<file path="src/rtl/tsrc_pkg.sv">
// Shared constants and types for the timer, tick counter and soft reset register block.
// Behaviour
// Timer runs while its run-enable bit is one, halts while zero.
// Run-enable falling edge forces the timer preload field to all ones.
// On enabling, timer starts at the preload value and counts down.
// Timer raises a periodic host interrupt event set by the preload; here only the first period uses it, later ones are 65536 ticks.
// Live timer value is readable, read-only, and resets to all ones.
// Tick counter clears at reset and increments every 25MHz cycle.
// Tick counter wraps from maximum to zero and keeps counting.
// Tick counter reaches zero within 160nS after a reset event.
// Virtual PHY reset bit resets the virtual PHY and clears on release.
// Writes to a self-clearing reset bit are ignored while it reads one.
// Port PHY reset bits hold that PHY in reset at least 102uS.
// The configuration loader cannot write any software reset bit.
// Core reset bit resets the chip except PLL and the three PHYs.
// After core reset the loader reloads configuration without PHY resets.
// Core reset returns system registers to defaults except surviving bits.
// Core reset aborts any configuration-memory command in progress.
// Core reset bit clears itself when the chip leaves that reset.
// Host polls the byte-order probe register to see reset completion.
// Reset control register stays readable while not ready or in reset.
// Either 16-bit half of a register can be read alone.
// Byte-order probe reads a fixed pattern once access is valid.
// Ready status sets only once the device is stable after any reset.
// Running timer wraps from zero to all ones and flags an event.
package tsrc_pkg;
  localparam int ADDR_W = 12;
  localparam logic [11:0] OFS_BYTE_PROBE = 12'h064;
  localparam logic [11:0] OFS_HW_CONFIG = 12'h074;
  localparam logic [11:0] OFS_TIMER_CONFIG = 12'h08C;
  localparam logic [11:0] OFS_TIMER_COUNT = 12'h090;
  localparam logic [11:0] OFS_TICK_COUNTER = 12'h09C;
  localparam logic [11:0] OFS_SOFT_RESET = 12'h1F8;

  localparam logic [31:0] BYTE_PROBE_VALUE = 32'h87654321;
  localparam logic [31:0] READ_ZERO = 32'h00000000;
  localparam int READY_BIT = 27;
  localparam int TIMER_EN_BIT = 29;
  localparam int VPHY_BIT = 3;
  localparam int PHY2_BIT = 2;
  localparam int PHY1_BIT = 1;
  localparam int CORE_BIT = 0;

  localparam logic [15:0] TIMER_RESET = 16'hFFFF;
  localparam logic [15:0] TIMER_ZERO = 16'h0000;
  localparam logic [31:0] TICK_RESET = 32'h00000000;

  localparam int CLK_PERIOD_PS = 4000;
  localparam int TICK_PERIOD_PS = 40000;
  localparam int TICK_DIV = TICK_PERIOD_PS / CLK_PERIOD_PS;
  localparam int TICK_CLEAR_MAX_NS = 160;
  localparam int TICK_CLEAR_MAX_CYC = (TICK_CLEAR_MAX_NS * 1000) / CLK_PERIOD_PS;
  localparam int PHY_HOLD_US = 102;
  localparam int PHY_HOLD_CYC = (PHY_HOLD_US * 1000000 + CLK_PERIOD_PS - 1) / CLK_PERIOD_PS;
  localparam int TIMER_DIV_DEFAULT = 250;
  localparam int VPHY_HOLD_DEFAULT = 16;
  localparam int CORE_HOLD_DEFAULT = 32;
  localparam int READY_CNT_W = 8;
  localparam logic [7:0] READY_DELAY = 8'h20;
  localparam logic [7:0] READY_CNT_ZERO = 8'h00;

  typedef struct packed {
    logic timerEn;
    logic [15:0] preload;
    logic [15:0] count;
    logic [31:0] tickCount;
    logic vphyReq;
    logic phy1Req;
    logic phy2Req;
    logic coreReq;
    logic timerEvent;
    logic abortPulse;
    logic reloadPulse;
    logic ready;
    logic [READY_CNT_W-1:0] readyCnt;
    logic ack;
    logic [31:0] rdata;
  } tsrc_state_t;
endpackage

</file>
<file path="src/rtl/tsrc_hold_if.sv">
// Handshake between the register logic and one reset hold timer.
`timescale 1ns/1ps
interface tsrc_hold_if;
  logic start;
  logic active;
  logic done;
  modport ctrl (output start, input active, input done);
  modport hold (input start, output active, output done);
endinterface

</file>
<file path="src/rtl/tsrc_tick_div.sv">
// Clock divider that emits a one-cycle enable pulse every DIV cycles.
`timescale 1ns/1ps
module tsrc_tick_div #(
  parameter int DIV = 10
) (
  input wire logic clk,
  input wire logic rst_b,
  output logic tick
);
  localparam int CW = $clog2(DIV + 1);
  localparam logic [CW-1:0] LAST = CW'(DIV - 1);
  localparam logic [CW-1:0] ONE = CW'(1);

  typedef struct packed {
    logic [CW-1:0] cnt;
    logic tick;
  } tsrc_div_t;

  tsrc_div_t s_q, s_d;

  always_comb begin
    s_d = s_q;
    s_d.tick = 1'b0;
    if (s_q.cnt == LAST) begin
      s_d.cnt = '0;
      s_d.tick = 1'b1;
    end else begin
      s_d.cnt = s_q.cnt + ONE;
    end
  end

  always_ff @(posedge clk or negedge rst_b) begin
    if (!rst_b) begin
      s_q <= '0;
    end else begin
      s_q <= s_d;
    end
  end

  assign tick = s_q.tick;
endmodule

</file>
<file path="src/rtl/tsrc_hold_timer.sv">
// Holds a reset asserted for a fixed number of cycles after a start pulse.
`timescale 1ns/1ps
module tsrc_hold_timer #(
  parameter int HOLD = 16
) (
  input wire logic clk,
  input wire logic rst_b,
  tsrc_hold_if.hold hif
);
  localparam int CW = $clog2(HOLD + 1);
  localparam logic [CW-1:0] FIRST = CW'(HOLD - 1);
  localparam logic [CW-1:0] ONE = CW'(1);

  typedef struct packed {
    logic active;
    logic done;
    logic [CW-1:0] cnt;
  } tsrc_hold_t;

  tsrc_hold_t s_q, s_d;

  always_comb begin
    s_d = s_q;
    s_d.done = 1'b0;
    if (!s_q.active) begin
      if (hif.start) begin
        s_d.active = 1'b1;
        s_d.cnt = FIRST;
      end
    end else if (s_q.cnt == '0) begin
      s_d.active = 1'b0;
      s_d.done = 1'b1;
    end else begin
      s_d.cnt = s_q.cnt - ONE;
    end
  end

  always_ff @(posedge clk or negedge rst_b) begin
    if (!rst_b) begin
      s_q <= '0;
    end else begin
      s_q <= s_d;
    end
  end

  assign hif.active = s_q.active;
  assign hif.done = s_q.done;
endmodule

</file>
<file path="src/rtl/tsrc_regs.sv">
// Timer, free-running tick counter and self-clearing soft reset register bank.
`timescale 1ns/1ps
module tsrc_regs
  import tsrc_pkg::*;
#(
  parameter int PHY_HOLD = PHY_HOLD_CYC,
  parameter int VPHY_HOLD = VPHY_HOLD_DEFAULT,
  parameter int CORE_HOLD = CORE_HOLD_DEFAULT,
  parameter int TIMER_DIV = TIMER_DIV_DEFAULT
) (
  input wire logic clk,
  input wire logic rst_b,
  input wire logic regReq,
  input wire logic regWrite,
  input wire logic regLoader,
  input wire logic [ADDR_W-1:0] regAddr,
  input wire logic [1:0] regHalf,
  input wire logic [31:0] regWdata,
  output logic regAck,
  output logic [31:0] regRdata,
  output logic timerEvent,
  output logic vphyResetOut,
  output logic phy1ResetOut,
  output logic phy2ResetOut,
  output logic coreResetOut,
  output logic loaderAbort,
  output logic loaderReload,
  output logic deviceReady
);
  tsrc_state_t s_q, s_d;
  logic tick25;
  logic timerTick;
  logic [31:0] wmask;
  logic [31:0] readWord;
  logic [31:0] cfgWord;
  logic [31:0] ctlWord;
  logic hostWr;
  logic newEn;

  tsrc_hold_if vphyIf ();
  tsrc_hold_if phy1If ();
  tsrc_hold_if phy2If ();
  tsrc_hold_if coreIf ();

  tsrc_tick_div #(.DIV(TICK_DIV)) tickDiv (
    .clk(clk),
    .rst_b(rst_b),
    .tick(tick25)
  );

  tsrc_tick_div #(.DIV(TIMER_DIV)) timerDiv (
    .clk(clk),
    .rst_b(rst_b),
    .tick(timerTick)
  );

  tsrc_hold_timer #(.HOLD(VPHY_HOLD)) vphyHold (
    .clk(clk),
    .rst_b(rst_b),
    .hif(vphyIf.hold)
  );

  tsrc_hold_timer #(.HOLD(PHY_HOLD)) phy1Hold (
    .clk(clk),
    .rst_b(rst_b),
    .hif(phy1If.hold)
  );

  tsrc_hold_timer #(.HOLD(PHY_HOLD)) phy2Hold (
    .clk(clk),
    .rst_b(rst_b),
    .hif(phy2If.hold)
  );

  tsrc_hold_timer #(.HOLD(CORE_HOLD)) coreHold (
    .clk(clk),
    .rst_b(rst_b),
    .hif(coreIf.hold)
  );

  always_comb begin
    wmask = {{16{regHalf[1]}}, {16{regHalf[0]}}};
    cfgWord = READ_ZERO;
    cfgWord[TIMER_EN_BIT] = s_q.timerEn;
    cfgWord[15:0] = s_q.preload;
    ctlWord = READ_ZERO;
    ctlWord[VPHY_BIT] = s_q.vphyReq;
    ctlWord[PHY2_BIT] = s_q.phy2Req;
    ctlWord[PHY1_BIT] = s_q.phy1Req;
    ctlWord[CORE_BIT] = s_q.coreReq;
    readWord = READ_ZERO;
    // R19 reads tolerated.
    unique case (regAddr)
      OFS_SOFT_RESET: readWord = ctlWord;
      // probe pattern.
      OFS_BYTE_PROBE: readWord = s_q.ready ? BYTE_PROBE_VALUE : READ_ZERO;
      OFS_HW_CONFIG: readWord[READY_BIT] = s_q.ready;
      OFS_TIMER_CONFIG: readWord = cfgWord;
      // live count.
      OFS_TIMER_COUNT: readWord[15:0] = s_q.count;
      OFS_TICK_COUNTER: readWord = s_q.tickCount;
      default: readWord = READ_ZERO;
    endcase
  end

  // Writes other than to the reset bits are dropped while the core is resetting or not ready.
  assign hostWr = regReq && regWrite && !regLoader;
  assign newEn = regHalf[1] ? regWdata[TIMER_EN_BIT] : s_q.timerEn;

  always_comb begin
    s_d = s_q;
    s_d.ack = 1'b0;
    s_d.timerEvent = 1'b0;
    s_d.abortPulse = 1'b0;
    s_d.reloadPulse = 1'b0;
    vphyIf.start = 1'b0;
    phy1If.start = 1'b0;
    phy2If.start = 1'b0;
    coreIf.start = 1'b0;

    if (regReq) begin
      s_d.ack = 1'b1;
      // half selection.
      s_d.rdata = regWrite ? s_q.rdata : (readWord & wmask);
    end

    // tick counter wraps.
    if (tick25) begin
      s_d.tickCount = s_q.tickCount + 32'h00000001;
    end

    // timer runs.
    if (s_q.timerEn && timerTick) begin
      // wrap and event.
      if (s_q.count == TIMER_ZERO) begin
        s_d.count = TIMER_RESET;
        // interrupt event.
        s_d.timerEvent = 1'b1;
      end else begin
        s_d.count = s_q.count - 16'h0001;
      end
    end

    if (regReq && regWrite && s_q.ready && !coreIf.active &&
        regAddr == OFS_TIMER_CONFIG) begin
      if (regHalf[0]) begin
        s_d.preload = regWdata[15:0];
      end
      s_d.timerEn = newEn;
      // start from preload.
      if (!s_q.timerEn && newEn) begin
        s_d.count = regHalf[0] ? regWdata[15:0] : s_q.preload;
      end
      // preload forced.
      if (s_q.timerEn && !newEn) begin
        s_d.preload = TIMER_RESET;
      end
    end

    // loader excluded.
    if (hostWr && regAddr == OFS_SOFT_RESET && regHalf[0]) begin
      // ignore while set.
      if (!s_q.vphyReq && regWdata[VPHY_BIT]) begin
        s_d.vphyReq = 1'b1;
        vphyIf.start = 1'b1;
      end
      if (!s_q.phy1Req && regWdata[PHY1_BIT]) begin
        s_d.phy1Req = 1'b1;
        phy1If.start = 1'b1;
      end
      if (!s_q.phy2Req && regWdata[PHY2_BIT]) begin
        s_d.phy2Req = 1'b1;
        phy2If.start = 1'b1;
      end
      if (!s_q.coreReq && regWdata[CORE_BIT]) begin
        s_d.coreReq = 1'b1;
        coreIf.start = 1'b1;
        // abort loader.
        s_d.abortPulse = 1'b1;
      end
    end

    // clear on release.
    if (vphyIf.done) begin
      s_d.vphyReq = 1'b0;
    end
    // hold then clear.
    if (phy1If.done) begin
      s_d.phy1Req = 1'b0;
    end
    if (phy2If.done) begin
      s_d.phy2Req = 1'b0;
    end

    if (s_q.ready == 1'b0 && !coreIf.active && !s_q.coreReq) begin
      if (s_q.readyCnt == READY_CNT_ZERO) begin
        s_d.ready = 1'b1;
      end else begin
        s_d.readyCnt = s_q.readyCnt - 8'h01;
      end
    end

    // core reset scope.
    if (coreIf.active) begin
      // defaults restored.
      s_d.timerEn = 1'b0;
      s_d.preload = TIMER_RESET;
      s_d.count = TIMER_RESET;
      s_d.timerEvent = 1'b0;
      // tick clears fast.
      s_d.tickCount = TICK_RESET;
      // not ready yet.
      s_d.ready = 1'b0;
      s_d.readyCnt = READY_DELAY;
    end

    if (coreIf.done) begin
      // self clear.
      s_d.coreReq = 1'b0;
      // reload config.
      s_d.reloadPulse = 1'b1;
    end
  end

  // The PHY reset outputs mirror the request bits, so one register serves both.
  always_ff @(posedge clk or negedge rst_b) begin
    if (!rst_b) begin
      s_q.timerEn <= 1'b0;
      s_q.preload <= TIMER_RESET;
      s_q.count <= TIMER_RESET;
      // clear at reset.
      s_q.tickCount <= TICK_RESET;
      s_q.vphyReq <= 1'b0;
      s_q.phy1Req <= 1'b0;
      s_q.phy2Req <= 1'b0;
      s_q.coreReq <= 1'b0;
      s_q.timerEvent <= 1'b0;
      s_q.abortPulse <= 1'b0;
      s_q.reloadPulse <= 1'b0;
      s_q.ready <= 1'b0;
      s_q.readyCnt <= READY_DELAY;
      s_q.ack <= 1'b0;
      s_q.rdata <= READ_ZERO;
    end else begin
      s_q <= s_d;
    end
  end

  assign regAck = s_q.ack;
  assign regRdata = s_q.rdata;
  assign timerEvent = s_q.timerEvent;
  assign vphyResetOut = s_q.vphyReq;
  assign phy1ResetOut = s_q.phy1Req;
  assign phy2ResetOut = s_q.phy2Req;
  assign coreResetOut = s_q.coreReq;
  assign loaderAbort = s_q.abortPulse;
  assign loaderReload = s_q.reloadPulse;
  assign deviceReady = s_q.ready;
endmodule

</file>
<file path="config.mk">
export PLATFORM = sky130hd
export DESIGN_NAME = tsrc_regs
export DESIGN_NICKNAME = d
export VERILOG_FILES = /design/src/rtl/tsrc_pkg.sv /design/src/rtl/tsrc_hold_if.sv /design/src/rtl/tsrc_tick_div.sv /design/src/rtl/tsrc_hold_timer.sv /design/src/rtl/tsrc_regs.sv
export SDC_FILE = /design/constraint.sdc
export NUM_CORES = 1
export LEC_CHECK = 0
export ABC_AREA = 1
export BUFFER_PORTS_ARGS = -buffer_cell sky130_fd_sc_hd__buf_2
export CAP_MARGIN = 10
export CORE_MARGIN = 2
export CORE_UTILIZATION = 35
export DETAILED_ROUTE_END_ITERATION = 10
export GPL_ROUTABILITY_DRIVEN = 1
export SLEW_MARGIN = 0
export SYNTH_ARGS = -nofsm -noshare
export SYNTH_HDL_FRONTEND = slang
export SYNTH_SLANG_ARGS = --single-unit
</file>
<file path="constraint.sdc">
create_clock -name clk -period 3.3 [get_ports clk]
set_clock_uncertainty 0.2 [all_clocks]
set_input_delay 0.825 -clock clk [delete_from_list [all_inputs] [get_ports clk]]
set_output_delay 0.825 -clock clk [all_outputs]
set_load 0.1 [all_outputs]
</file>
Word-level counts from Yosys, hierarchy flattened

Index checks and enable logic that the tools add are counted.

Word-level logic and storage cells: 186
Output and inout bits: 41
Bits in registers: 177
Bits of input ports: 51

Muxes and demuxes: 73
Reduce and logical (&&, ||, !) cells: 57
Bitwise logic cells: 3
Add/subtract/negate cells: 9
Equality and inequality tests: 13

Operators by type and width:

| kind                  | number |
|---|---|
| $mux 32               | 3 |
| $mux 15               | 6 |
| $mux 16               | 5 |
| $pmux 16 s5           | 1 |
| $mux 33               | 2 |
| $mux 65               | 1 |
| $eq 12x8->1 const B   | 3 |
| $mux 1                | 36 |
| $add 32x1->32 const B | 1 |
| $and 32x32->32        | 1 |
| $reduce_bool 2->1     | 16 |
| $logic_not 15->1      | 2 |
| $sub 15x1->15 const B | 2 |
| $eq 12x7->1 const B   | 2 |
| $pmux 11 s2           | 1 |
| $reduce_and 2->1      | 11 |
| $mux 6                | 3 |
| $mux 9                | 2 |
| $logic_and 1x1->1     | 16 |
| $logic_not 16->1      | 1 |
| $mux 8                | 2 |
| $sub 16x1->16 const B | 1 |
| $mux 5                | 3 |
| $eq 12x9->1 const B   | 1 |
| 18 further kinds      | 33 |

Longest topological paths before layout

Word-level depth: 7
Gate-level depth with buffers: 11
Depth with buffers taken out: 11

Cells and area by module

Synthesis repeated with hierarchy kept, for this count alone.

Cell total of the unflattened synthesis: 1417
Area total of the unflattened synthesis: 10632.7 um2

By module, submodules not included:

| module                         | instances | area an instance (um2) | sequential area each (um2) | cells an instance |
|---|---|---|---|---|
| tsrc_regs                      | 1         | 7008.0                 | 2894.0                     | 962 |
| tsrc_hold_timer (phy1Hold ...) | 2         | 1058.5                 | 425.4                      | 142 |
| tsrc_hold_timer (coreHold)     | 1         | 478.0                  | 200.2                      | 54 |
| tsrc_tick_div (timerDiv)       | 1         | 465.4                  | 225.2                      | 51 |
| tsrc_hold_timer (vphyHold)     | 1         | 362.8                  | 175.2                      | 45 |
| tsrc_tick_div (tickDiv)        | 1         | 201.4                  | 125.1                      | 21 |

Worst setup path after synthesis

Ideal clock, no wire load.

Kind: input port to flip-flop
From: in regHalf[0]
To: reg phy1Hold.s_q[8] (netlist bit)
Buffers on the path: 2
Required time: 2.983 ns
Setup time: 0.117 ns
Stages: 9
Slack: 1.080 ns
Arrival: 1.904 ns
Path through: buf_4 -> inv_2 -> nor3_4 -> nand3_1 -> nand2_2 -> nand2_2 -> buf_4 -> nand2_1 -> nand2_1

Longest elaborated chain between the ends: 4

RTL lines:

| what                               | RTL line              | source |
|---|---|---|
| from (decl)                        | tsrc_regs.sv:17       | `input wire logic [1:0] regHalf,` |
| $logic_and 1x1->1                  | tsrc_regs.sv:161      | `if (hostWr && regAddr == OFS_SOFT_RESET && regHalf[0]) begin` |
| $mux 1                             | tsrc_regs.sv:161      |  |
| $reduce_bool 2->1 (no source line) | --                    |  |
| $reduce_and 2->1 (no source line)  | --                    |  |
| to (signal assigned)               | tsrc_hold_timer.sv:40 | `s_q <= '0;` |
| to (signal assigned)               | tsrc_hold_timer.sv:42 | `s_q <= s_d;` |
| to (decl)                          | tsrc_hold_timer.sv:20 | `tsrc_hold_t s_q, s_d;` |

Every way passes these cells.
A chain may end at the register's enable or synchronous reset.

Worst setup path after layout

From: reg s_q (netlist bit deviceReady)
To: out deviceReady

RTL lines:

| what        | RTL line        | source |
|---|---|---|
| from (decl) | tsrc_regs.sv:30 | `tsrc_state_t s_q, s_d;` |
| to (decl)   | tsrc_regs.sv:28 | `output logic deviceReady` |

No word-level cell between the ends.

==> impl_metrics.toml <==
[worst_hold_path]
min-delay-path-class = "in -> async"

[synthesis]
synth_seq_area_share_pct = 42.6
avgSynthCellArea_sq_um = 7.32
count_of_flip_flops_with_a_built_in_enable_after_synthesis = 0
postSynthNetCount = 1497
synth_area_sq_um = 10500
yosys.cell_count.top_type = "sky130_fd_sc_hd__nand2_1"
synthTopCellsByCount = "sky130_fd_sc_hd__nand2_1, sky130_fd_sc_hd__inv_1, sky130_fd_sc_hd__nor2_1, sky130_fd_sc_hd__dfrtp_1, sky130_fd_sc_hd__nand3_1"
synth.area.top_cells = "sky130_fd_sc_hd__dfrtp_1, sky130_fd_sc_hd__nand2_1, sky130_fd_sc_hd__dfstp_2"
synth_warnings = 0
netlist.top_cell.by_area = "sky130_fd_sc_hd__dfrtp_1"
synth_ff_type = "sky130_fd_sc_hd__dfrtp_1"
yosysUniqueCellTypes = 50
yosys_register_bits = 177
gate_count_of_the_mapped_netlist = 1434
post-synth-top-area-fraction_pct = 34.3
synthArstFlopShare_pct = 100

[cts]
postCtsSetupBuffers = 0
numCtsBuffers = 17
cts_tree = "built"
clock_sink_count = 177
clock_tree.htree_level_count = 4
cts.root.buffer_cell = "sky130_fd_sc_hd__clkbuf_16"
cts_max_path_buffers = 2
holdBufCountCts = 0
post_cts.resized_instances = 0
clock_latency_ps = 440
clock_transition_at_the_registers_of_the_reported_paths_ps = 70

[global_route]
overflow = 0
grt_max_degree = 63
first_global_vias = 8934
grt_antenna_before_repair = 0
global_route.usage.total_pct = 17.9
grt_first_pass_wirelength_um = 44600

[power_and_ir_drop]
ir_drop_uv = 314
static-leakage-power_nw = 5.97
internal_power_contribution_w = 0.00332
clock_power_share_pct = 47.2
sw_frac_of_total_pct = 24.4
pwr_density_cell_nw_per_um2 = 376
p_seq_share_pct = 49.5
switching_power_w = 0.00107
combinationalPowerShare_pct = 3.3

[route]
post_drt_wl_per_cell_um = 14.5
drt.antenna.violating_nets = 0
dr_total_vias = 9176
remaining_drc_errors = 0
routed_wire_length_um = 27200
detail_route.vias_per_cell = 4.88
detail_route.first_pass.iterations = 6
detailedRoute.firstIterationViolations = 570

[sta]
hold_viol_final = 0
finalSetupViolCount = 0
relSlewSlack_pct = 64.6
final.setup.worst_slack_ps = 795
slew_viols_final = 0
hold_slack_ps = 108
layout_min_cycle_time_ps = 2510
finalSetupTns_ps = 0
final_min_period_over_clock_period_pct = 75.9
rsz_0062_raised_after_global_routing = "no"
timing.fmax_mhz = 399
timing_worst_slew_pin_value_ps = 529

[critical_path]
path_max_fanout = 5
cp_slowest_stage_delay_ps = 540
critical_path_buf_inv_count = 1
reg2regPathDepth = 10
cp_cell_sequence = "buf_2"
critPathKind = "reg -> out"
worstReg2RegEnd = "phy1Hold.s_q[11]"
cp_max_stage_cell = "sky130_fd_sc_hd__dfrtp_1"
critPathArrivalTime_ps = 1480
cp.required_ps = 2270
timing.rr.start = "phy1Hold.s_q[0]"
cp_top_family = "flip-flops"
start_kind = "register"
critical_path.endpoint_type = "primary output"
reg2reg_slack_ps = 850

[floorplanning]
core_region_area_sq_um = 29600
ioPinCount = 92
die_area_sq_um = 31400
num_rows = 63
fp.dieH_um = 177
die_w_um = 177
starting_density_of_the_core_pct = 35.5

[cells_and_area]
n_fill_cell = 3102
design.final.nets = 1540
drive_above_1_share_pct = 13.8
final_core_utilization_pct = 39.4
n_antenna_cell = 0
syn_to_final_growth_pct = 11.1

[placed_design]
place_congestion = 0.877
place.detailed.hpwl_um = 20200
post-place-ws_ps = 582
io_buffers = 76

[run]
max_cap_violations = 0

[outcome]
outcome = "complete, no violations"
==> flip-flops by register name, indices dropped and copies added, names as in the netlist, 5 cells and up <==
register / flops
cfgWord: 17
coreHold.s_q: 6
phy1Hold.s_q: 15
phy2Hold.s_q: 15
regRdata: 32
s_q: 56
timerDiv.s_q: 8
vphyHold.s_q: 5
==> cells by family (layout without fill, tap and decap cells) <==
family	Yosys count	count (layout)	synth area share (%)
and+or+nand+nor	834	834	34.9
xor gates and xnor gates	26	26	2.17
DFF	177	177	42.6
buffers and inverters	240	296	10.4
adders and majority gates	12	12	1.43
muxes	5	5	0.477
AOI/OAI and AO/OA	140	140	8.00
==> cell usage in the layout, fill, tap and decap left out, types with 25 or more instances in the layout <==
cell and count:
sky130_fd_sc_hd__dfrtp_1 144, sky130_fd_sc_hd__nand4_1 54, sky130_fd_sc_hd__inv_1 162, sky130_fd_sc_hd__nor3_1 34, sky130_fd_sc_hd__buf_2 75, sky130_fd_sc_hd__nand3_1 96
sky130_fd_sc_hd__dfstp_2 33, sky130_fd_sc_hd__nand2_1 443, sky130_fd_sc_hd__a21oi_1 25, sky130_fd_sc_hd__nor2_1 158, sky130_fd_sc_hd__o21ai_0 52
==> per-layer routing <==
metal / vias up / part of all wire, % / track usage, %
li1: 4656 / - / -
met3: 36 / 3.4 / 2.92
met4: 0 / 2.1 / 6.16
met1: 4315 / 45 / 22.4
met5: - / 0 / 0
met2: 169 / 50 / 31.0
==> through the flow <==
stage	std cells	total power (W)	cell area, sq um
after floorplan	1434	0.00226	10500
after global placement	1848	0.00236	11100
after detailed placement	1848	0.00236	11100
after CTS	1880	0.00444	11700
after global routing	1880	0.00455	11700
final	1880	0.00439	11700
==> power groups by stage <==
stage / logic [W] / registers [W] / clock network (W)
finish: 0.000145 / 0.00217 / 0.00207
global route: 0.000165 / 0.00217 / 0.00221
detailed placement: 0.000150 / 0.00221 / 0
floorplan: 0.0000445 / 0.00222 / 0
global placement: 0.000149 / 0.00221 / 0
CTS: 0.000150 / 0.00217 / 0.00212
==> worst max-delay path by stage <==
stage,to,start,cells past startpoint
floorplan,phy1Hold.s_q[8],regHalf[0],9
global placement,regRdata[0],regAddr[1],10
detailed placement,phy1Hold.s_q[10],regAddr[1],11
CTS,deviceReady,deviceReady,1
global route,phy1Hold.s_q[8],phy1Hold.s_q[0],10
finish,deviceReady,deviceReady,1
==> layout make-up <==
cell class,instances,area [sq um],share of cell area [%]
clock buffers,19,453,3.88
clock inverters,13,143,1.22
inverters,173,649,5.57
multi-input cells,1017,4930,42.3
flip-flops and latches,177,4470,38.3
well taps,390,488,4.19
repair buffers,91,524,4.50
==> worst reg2reg max path: cells and delay by family, from the launching register on <==
family	cells	cell delay [ps]
DFF	1	400
and+or+nand+nor	7	1360
adders and majority gates	1	220
buffers and inverters	2	220
No activity file was read; power rests on OpenSTA's default activity.
